<file path="src/hw/imw_pkg.sv">
// What this block does
// [RULE_01] lower port bit4 high starts initialization
// [RULE_02] word one bit3 selects edge or level
// [RULE_03] level request dropped early yields line 7
// [RULE_04] peripheral drops level request before end-of-service
// [RULE_05] software keeps bit1 zero for cascade
// [RULE_06] word one bit0 flags word four needed
// [RULE_07] reserved bits 7:5 zero, bit2 ignored
// [RULE_08] word two bits 7:3 drive ad 7:3
// [RULE_09] ad 2:0 carries winning request level
// [RULE_10] software writes zero to word two 2:0
// [RULE_11] word three bit n marks slave present
// [RULE_12] software sets word three bit 2
// [RULE_13] software clears other word three bits
// [RULE_14] words two and three share upper port
// [RULE_15] next upper writes load two, three, four
// [RULE_16] word one resets count and priority state
// [RULE_17] slave output feeds master request line 2
// [RULE_18] skip word three/four unless selected
package imw_pkg;
  localparam logic [9:0] ADDR_LOWER = 10'h020; // lower port
  localparam logic [9:0] ADDR_UPPER = 10'h021; // upper port
  localparam int BIT_INIT = 4;
  localparam int BIT_LEVEL = 3;
  localparam int BIT_SINGLE = 1;
  localparam int BIT_NEED_FOUR = 0;
  localparam logic [7:0] RST_WORD = 8'h00; // reset of every stored word
  localparam logic [2:0] LINE_SPURIOUS = 3'h7; // request_line_7
  localparam logic [2:0] SLAVE_ADDR_INIT = 3'h7;
  localparam logic [2:0] CASCADE_LINE = 3'h2; // request_line_2
  // sequence position
  typedef enum logic [3:0] {
    IMW_READY = 4'h1,
    IMW_WAIT_TWO = 4'h2,
    IMW_WAIT_THREE = 4'h4,
    IMW_WAIT_FOUR = 4'h8
  } imw_seq_e;
endpackage

</file>
<file path="src/hw/imw_master_init.sv">
`timescale 1ns/1ps
module imw_master_init (
  input wire logic clk_sys,
  input wire logic rst,
  input wire logic io_wr, // one-cycle write strobe
  input wire logic [9:0] io_addr,
  input wire logic [7:0] io_wdata,
  input wire logic ack_data, // acknowledge data phase
  input wire logic [7:0] irq_req, // master request lines
  input wire logic slave_irq, // slave_irq_unit output
  input wire logic [2:0] win_level, // from priority resolution
  input wire logic win_valid, // a request still wins
  output logic [7:0] ad_out, // vector on ad
  output logic ad_oe, // high while driving ad
  output logic [7:0] req_to_resolve, // requests after cascade
  output logic level_mode,
  output logic single_mode,
  output logic need_four,
  output logic [7:0] slave_map,
  output logic [7:0] init_word_four,
  output logic init_busy, // sequence in progress
  output logic init_start, // pulse: word one seen
  output logic ocw_wr, // pulse: operation_cmd_word write
  output logic prio_reset, // pulse: fixed prio, clear mask, etc
  output logic [2:0] slave_addr
);
  // whole state in one struct
  typedef struct packed {
    imw_pkg::imw_seq_e seq;
    logic [7:0] word_one;
    logic [4:0] vec_base;
    logic [7:0] word_three;
    logic [7:0] word_four;
    logic [7:0] ad;
    logic ad_en;
    logic start;
    logic operation_cmd_word;
    logic [2:0] saddr;
  } imw_state_s;
  imw_state_s st;
  imw_state_s next_st;
  logic wr_low; // write to lower port
  logic wr_up; // write to upper port
  assign wr_low = io_wr && (io_addr == imw_pkg::ADDR_LOWER);
  assign wr_up = io_wr && (io_addr == imw_pkg::ADDR_UPPER);

  // next-state logic
  always_comb begin
    next_st = st;
    next_st.start = 1'b0;
    next_st.operation_cmd_word = 1'b0;
    if (wr_low && io_wdata[imw_pkg::BIT_INIT]) begin // RULE_01
      next_st.word_one = io_wdata; // bits 7:5 and 2 stored but unused RULE_07
      next_st.seq = imw_pkg::IMW_WAIT_TWO; // RULE_16
      next_st.start = 1'b1; // RULE_16
      next_st.saddr = imw_pkg::SLAVE_ADDR_INIT; // RULE_16
    end else if (wr_low) begin
      next_st.operation_cmd_word = 1'b1; // operation word, also ends the sequence RULE_01
      next_st.seq = imw_pkg::IMW_READY;
    end else if (wr_up) begin
      case (st.seq)
        imw_pkg::IMW_WAIT_TWO: begin
          next_st.vec_base = io_wdata[7:3]; // RULE_08 RULE_14 RULE_15
          // jump past words not selected RULE_18
          if (!st.word_one[imw_pkg::BIT_SINGLE]) begin
            next_st.seq = imw_pkg::IMW_WAIT_THREE;
          end else if (st.word_one[imw_pkg::BIT_NEED_FOUR]) begin
            next_st.seq = imw_pkg::IMW_WAIT_FOUR;
          end else begin
            next_st.seq = imw_pkg::IMW_READY;
          end
        end
        imw_pkg::IMW_WAIT_THREE: begin
          next_st.word_three = io_wdata; // RULE_11 RULE_14 RULE_15
          if (st.word_one[imw_pkg::BIT_NEED_FOUR]) begin // RULE_06 RULE_18
            next_st.seq = imw_pkg::IMW_WAIT_FOUR;
          end else begin
            next_st.seq = imw_pkg::IMW_READY;
          end
        end
        imw_pkg::IMW_WAIT_FOUR: begin
          next_st.word_four = io_wdata; // RULE_15
          next_st.seq = imw_pkg::IMW_READY;
        end
        default: begin
          next_st.operation_cmd_word = 1'b1; // mask word when idle
        end
      endcase
    end
    // acknowledge vector: base plus winning level
    next_st.ad_en = ack_data;
    if (ack_data) begin
      // dropped level request with nothing pending gives line 7 RULE_03
      // the host still expects a full vector, so line 7 fills the low bits
      next_st.ad = {st.vec_base,
                    win_valid ? win_level : imw_pkg::LINE_SPURIOUS}; // RULE_08 RULE_09
    end
  end

  // state register
  always_ff @(posedge clk_sys) begin
    if (rst) begin
      st.seq <= imw_pkg::IMW_READY;
      st.word_one <= imw_pkg::RST_WORD;
      st.vec_base <= imw_pkg::RST_WORD[7:3];
      st.word_three <= imw_pkg::RST_WORD;
      st.word_four <= imw_pkg::RST_WORD;
      st.ad <= imw_pkg::RST_WORD;
      st.ad_en <= 1'b0;
      st.start <= 1'b0;
      st.operation_cmd_word <= 1'b0;
      st.saddr <= imw_pkg::SLAVE_ADDR_INIT;
    end else begin
      st <= next_st;
    end
  end

  // slave output replaces master line 2 RULE_17
  always_comb begin
    req_to_resolve = irq_req;
    req_to_resolve[imw_pkg::CASCADE_LINE] = slave_irq;
  end

  assign ad_out = st.ad;
  assign ad_oe = st.ad_en;
  assign level_mode = st.word_one[imw_pkg::BIT_LEVEL]; // RULE_02
  assign single_mode = st.word_one[imw_pkg::BIT_SINGLE];
  assign need_four = st.word_one[imw_pkg::BIT_NEED_FOUR]; // RULE_06
  assign slave_map = st.word_three; // RULE_11
  assign init_word_four = st.word_four;
  assign init_busy = (st.seq != imw_pkg::IMW_READY);
  assign init_start = st.start;
  assign prio_reset = st.start; // RULE_16
  assign ocw_wr = st.operation_cmd_word;
  assign slave_addr = st.saddr;
endmodule

</file>
<file path="config.mk">
export PLATFORM = sky130hd
export DESIGN_NAME = imw_master_init
export DESIGN_NICKNAME = d
export VERILOG_FILES = /design/src/hw/imw_pkg.sv /design/src/hw/imw_master_init.sv
export SDC_FILE = /design/constraint.sdc
export NUM_CORES = 1
export LEC_CHECK = 0
export BUFFER_PORTS_ARGS = -buffer_cell sky130_fd_sc_hd__buf_2
export CAP_MARGIN = 20
export CORE_MARGIN = 2
export CORE_UTILIZATION = 48
export CTS_CLUSTER_SIZE = 10
export DETAILED_ROUTE_END_ITERATION = 16
export GPL_ROUTABILITY_DRIVEN = 0
export GPL_TIMING_DRIVEN = 0
export MAX_ROUTING_LAYER = met4
export PLACE_DENSITY_LB_ADDON = 0.08
export REMOVE_ABC_BUFFERS = 1
export SLEW_MARGIN = 20
export SYNTH_ARGS = -nofsm -noshare
export SYNTH_HDL_FRONTEND = slang
export SYNTH_SLANG_ARGS = --single-unit
</file>
<file path="constraint.sdc">
create_clock -name clk_sys -period 1.7 [get_ports clk_sys]
set_clock_uncertainty 0.1 [all_clocks]
set_input_delay 0.085 -clock clk_sys [delete_from_list [all_inputs] [get_ports clk_sys]]
set_output_delay 0.085 -clock clk_sys [all_outputs]
set_load 0.1 [all_outputs]
</file>
# Yosys cells after proc, flatten, opt, wreduce, memory -nomap -nowiden
# Cells that the tools add are included.
[word_totals]
inputBits = 35
ff_bits = 40
word_cells = 43
output_inout_bits = 43
[classes]
muxes = 11
eq_ne = 6
n_bitwise = 2
n_reduce_logical = 14
[ops]
columns = ["cell", "n"]
rows = [
  ["10-bit by 6-bit equality test with 1-bit output (second input constant)", 2],
  ["4-bit case mux with 3 select lines", 1],
  ["4-bit AND reduction", 3],
  ["4-bit two-way mux", 2],
  ["2-bit two-way mux", 3],
  ["3-bit nonzero test", 2],
  ["3-bit OR reduction", 2],
  ["5-bit nonzero test", 1],
  ["4-bit by 2-bit equality test with 1-bit output (second input constant)", 1],
  ["4-bit by 3-bit equality test with 1-bit output (second input constant)", 1],
  ["4-bit equality test (second input constant)", 1],
  ["1-bit two-way mux", 4],
  ["4-bit by 1-bit != test with 1-bit output (second input constant)", 1],
  ["2-bit AND reduction", 2],
  ["1-bit logical AND", 3],
  ["3-bit two-way mux", 1],
  ["1-bit NOT", 2],
  ["2-bit OR reduction", 1],
]

# Logic depth before layout (Yosys ltp)
[depth]
ltp_word = 6
depth_mapped = 6

# Least setup slack after synthesis
# No wires, ideal clock.
[synth_timing]
path_type = "flip-flop to flip-flop"
startpoint = "register st, in the netlist single_mode"
endpoint = "register st[46] in the netlist's numbering"
synth_period_minus_slack_ns = 1.864
t_arrival_ns = 1.678
required_ns = 1.514
setup_slack_ns = -0.164
setup_ns = 0.086
n_path_buf = 0
path_stages_with_launch = 5
cell_sequence = "dfxtp_1 inv_1 a21oi_1 o2111ai_1 a211oi_1"
[synth_via]
elab_chain_len = 2
[synth_lines]
columns = ["element", "line_no", "source"]
rows = [
  ["start, declared", "imw_master_init.sv:40", "imw_state_s st;"],
  ["start signal, assigned", "imw_master_init.sv:114", "st <= next_st;"],
  ["4-bit two-way mux", "imw_master_init.sv:65", "if (!st.word_one[imw_pkg::BIT_SINGLE]) begin"],
  ["4-bit case mux with 3 select lines", "imw_master_init.sv:61", "case (st.seq)"],
]
# Every way passes these cells.
# A chain may end at the register's enable or synchronous reset.

# Worst setup path in the final report
[layout_timing]
startpoint = "register st[46] in the netlist's numbering"
endpoint = "register st[43] in the netlist's numbering"
[layout_via]
elab_chain_len = 5
[layout_lines]
columns = ["element", "line_no", "source"]
rows = [
  ["4-bit equality test (tied with other cells)", "imw_master_init.sv:61", ""],
  ["4-bit case mux with 3 select lines", "imw_master_init.sv:61", ""],
  ["2-bit two-way mux", "imw_master_init.sv:60", "end else if (wr_up) begin"],
  ["2-bit two-way mux", "imw_master_init.sv:57", "end else if (wr_low) begin"],
  ["2-bit two-way mux", "imw_master_init.sv:52", "if (wr_low && io_wdata[imw_pkg::BIT_INIT]) begin"],
]
# Several ways; a longest one is shown, not always the timed one. The select of a mux whose other input is x is not followed.

==> reports/metrics.csv <==
metric,value,unit
antenna_left,0,
outcome,finished clean,
max-cap-violations,0,
start_util,49.06,%
clk_pin_slew,80,ps
place_area,1937,sq um
synth_top_cell_by_area,dfxtp_1,
whs,57.45,ps
cts_root_buffer,clkbuf_8,
rr_startpoint,st[46]$_SDFFE_PP0P_,
dp.cells,283,
hold_end,ocw_wr$_SDFF_PP0_,
power_leakage,0.0009678,uW
layout_common_cells,"57 x buf_2, 35 x dfxtp_1, 24 x o21ai_0, 24 x a21oi_1, 24 x nand3_1",
power.density,861.2,nW/um^2
pre_cts_ws,-449.6,ps
fin_tns_setup,0,ps
cp.required,1820,ps
fin_crit,1617,ps
tightestPinTransition,750.5,ps
async_reset_ff_share,0,%
area_growth,15.07,%
ir_worst_vdd,439.9,uV
yosys_warnings,0,
grt_start_max_net_pins,41,
die_x,67.48,um
synth_top_area_share,40.36,%
ys_ff_latch,39,
hold_start,io_addr[8],
r2r.worst_path.cells,4,
hold_viol,0,
viasPerCell,5.368,
antenna_found_initial,0,
final_common_cell,buf_2,
numCtsBuffers,5,
hold_depth,4,
drive_gt1_share,30.35,%
cts_tree,yes,
grt_pass1_wl,6886,um
ys_types,38,
dp_hpwl,2705,um
grt_pass1_vias,1412,
numPortBuffers,57,
synth_area,1934,sq um
rows,23,
htreeDepth,2,
slew_headroom,49.97,%
cts_num_sinks,39,
antennaDiodeCount,0,
clock_latency,290,ps
critPathMaxFanout,10,
setup_violations,0,
cp-end-kind,register,
first_pass_iters,4,
seq_area_frac_synth,40.36,%
route.detailed.drc,0,
r2r-end,st[43]$_SDFFE_PP1P_,
synth_cells,225,
cts_buffer_depth,2,
fin_ws,83.29,ps
die_area,4554,sq um
synth.area.top_cells,"dfxtp_1 40%, buf_4 15%, a21oi_1 6.2%",
ys.flop_type,dfxtp_1,
avgSynthCellArea,8.597,sq um
vias,1648,
die_h,67.48,um
arrival,1730,ps
finalWirelength,4591,um
grt_usage,20.83,%
wire_per_inst,14.95,um
worstSetupPathType,reg2reg,
min_path_type,in2reg,
start_kind,register,
slew_viol_final,0,
nets,291,
final_cell_count_no_fill,307,
fmax,0.6185,GHz
synth_enable_flop_cells,0,
drtIter0Drc,69,
finalCritPeriodShare,95.10,%
grt-ovfl-total,0,
r2r_slack,80,ps
io_pins,78,
design_area,2226,sq um
core_area,3943,sq um
## report_power, final
group	total, uW	internal [uW]	switching (uW)
clock network	803	475	328
logic	192	58.1	134
registers	922	919	2.87
total	1920	1450	465
## stage by stage
step,total power (uW),util [%]
2_1_floorplan,1041,-
3_3_place_gp,1108,49.13
3_5_place_dp,1108,49.13
4_1_cts,1929,55.60
5_1_grt,1990,56.46
6_report,1917,56.46
## worst max path at each step
stage                             startpoint                  end  slack, ps  cells after the start
floorplan           single_mode$_SDFFE_PP0P_  st[46]$_SDFFE_PP0P_       -160                      4
finish                   st[46]$_SDFFE_PP0P_  st[43]$_SDFFE_PP1P_         80                      4
global placement                  io_addr[1]  st[44]$_SDFFE_PP0P_       -490                      5
global route                      io_addr[1]  st[34]$_SDFFE_PP0P_        -10                      5
detailed placement                io_addr[1]  st[44]$_SDFFE_PP0P_       -450                      5
CTS                      st[44]$_SDFFE_PP0P_  st[43]$_SDFFE_PP1P_         40                      4
## logic make-up (layout without fill, tap and decap cells)
logic type,count (synthesis),after routing,share of synthesized area (%)
DFF,39,39,40.36
other,1,3,0.1939
buffers and inverters,54,82,18.82
AOI/OAI and AO/OA,61,61,17.66
muxes,8,8,4.140
and+or+nand+nor,61,63,18.37
xor gates and xnor gates,1,1,0.4529
## area by class of cell
| cell class | count | area [sq um] |
|---|---|---|
| fill | 384 | 1717 |
| multi-input combinational | 136 | 825.8 |
| sequential | 39 | 785.8 |
| timing repair buffer | 71 | 422.9 |
| clock buffer | 6 | 82.58 |
| tap | 50 | 62.56 |
| clock inverter | 2 | 35.03 |
| inverter | 3 | 11.26 |
## critical path: stages (launching register included)
cell	delay, ps
dfxtp_2	400
or4b_4	610
a21oi_2	160
o211ai_1	100
a31oi_1	170
## synthesized netlist by cell type (all sizes together) (2+ instances only)
cell type	n
a211oi	2
a21oi	25
and4	2
buf	44
clkbuf	7
dfxtp	39
inv	3
mux2i	8
nand2	2
nand3	24
nand4	2
nor2	18
nor2b	3
o211ai	3
o21ai	24
o22ai	2
## sequential cells by signal, indices dropped and copies added, names as in the netlist
signal,flops
ad_out,8
st,9
single_mode,1
init_start,1
ad_oe,1
need_four,1
level_mode,1
ocw_wr,1
slave_map,8
init_word_four,8
## timing repair
| action | in CTS | in global routing |
|---|---|---|
| cloned | 1 | 1 |
| endpoints found under the hold margin | 26 | 0 |
| gates resized for setup | 1 | 8 |
| hold buffers | 13 | 0 |
| setup buffers | 0 | 1 |
| pin swaps | 1 | 1 |
| setup endpoints to repair | 24 | 18 |
## per-layer routing
layer	up-vias	wire [um]	GRT usage, %
met5	-	0	-
met4	0	38	6.888
met3	6	350	7.500
met2	73	2140	31.37
met1	748	2061	25.85
li1	821	-	-
Note: power is estimated with default switching activity, not from simulation.
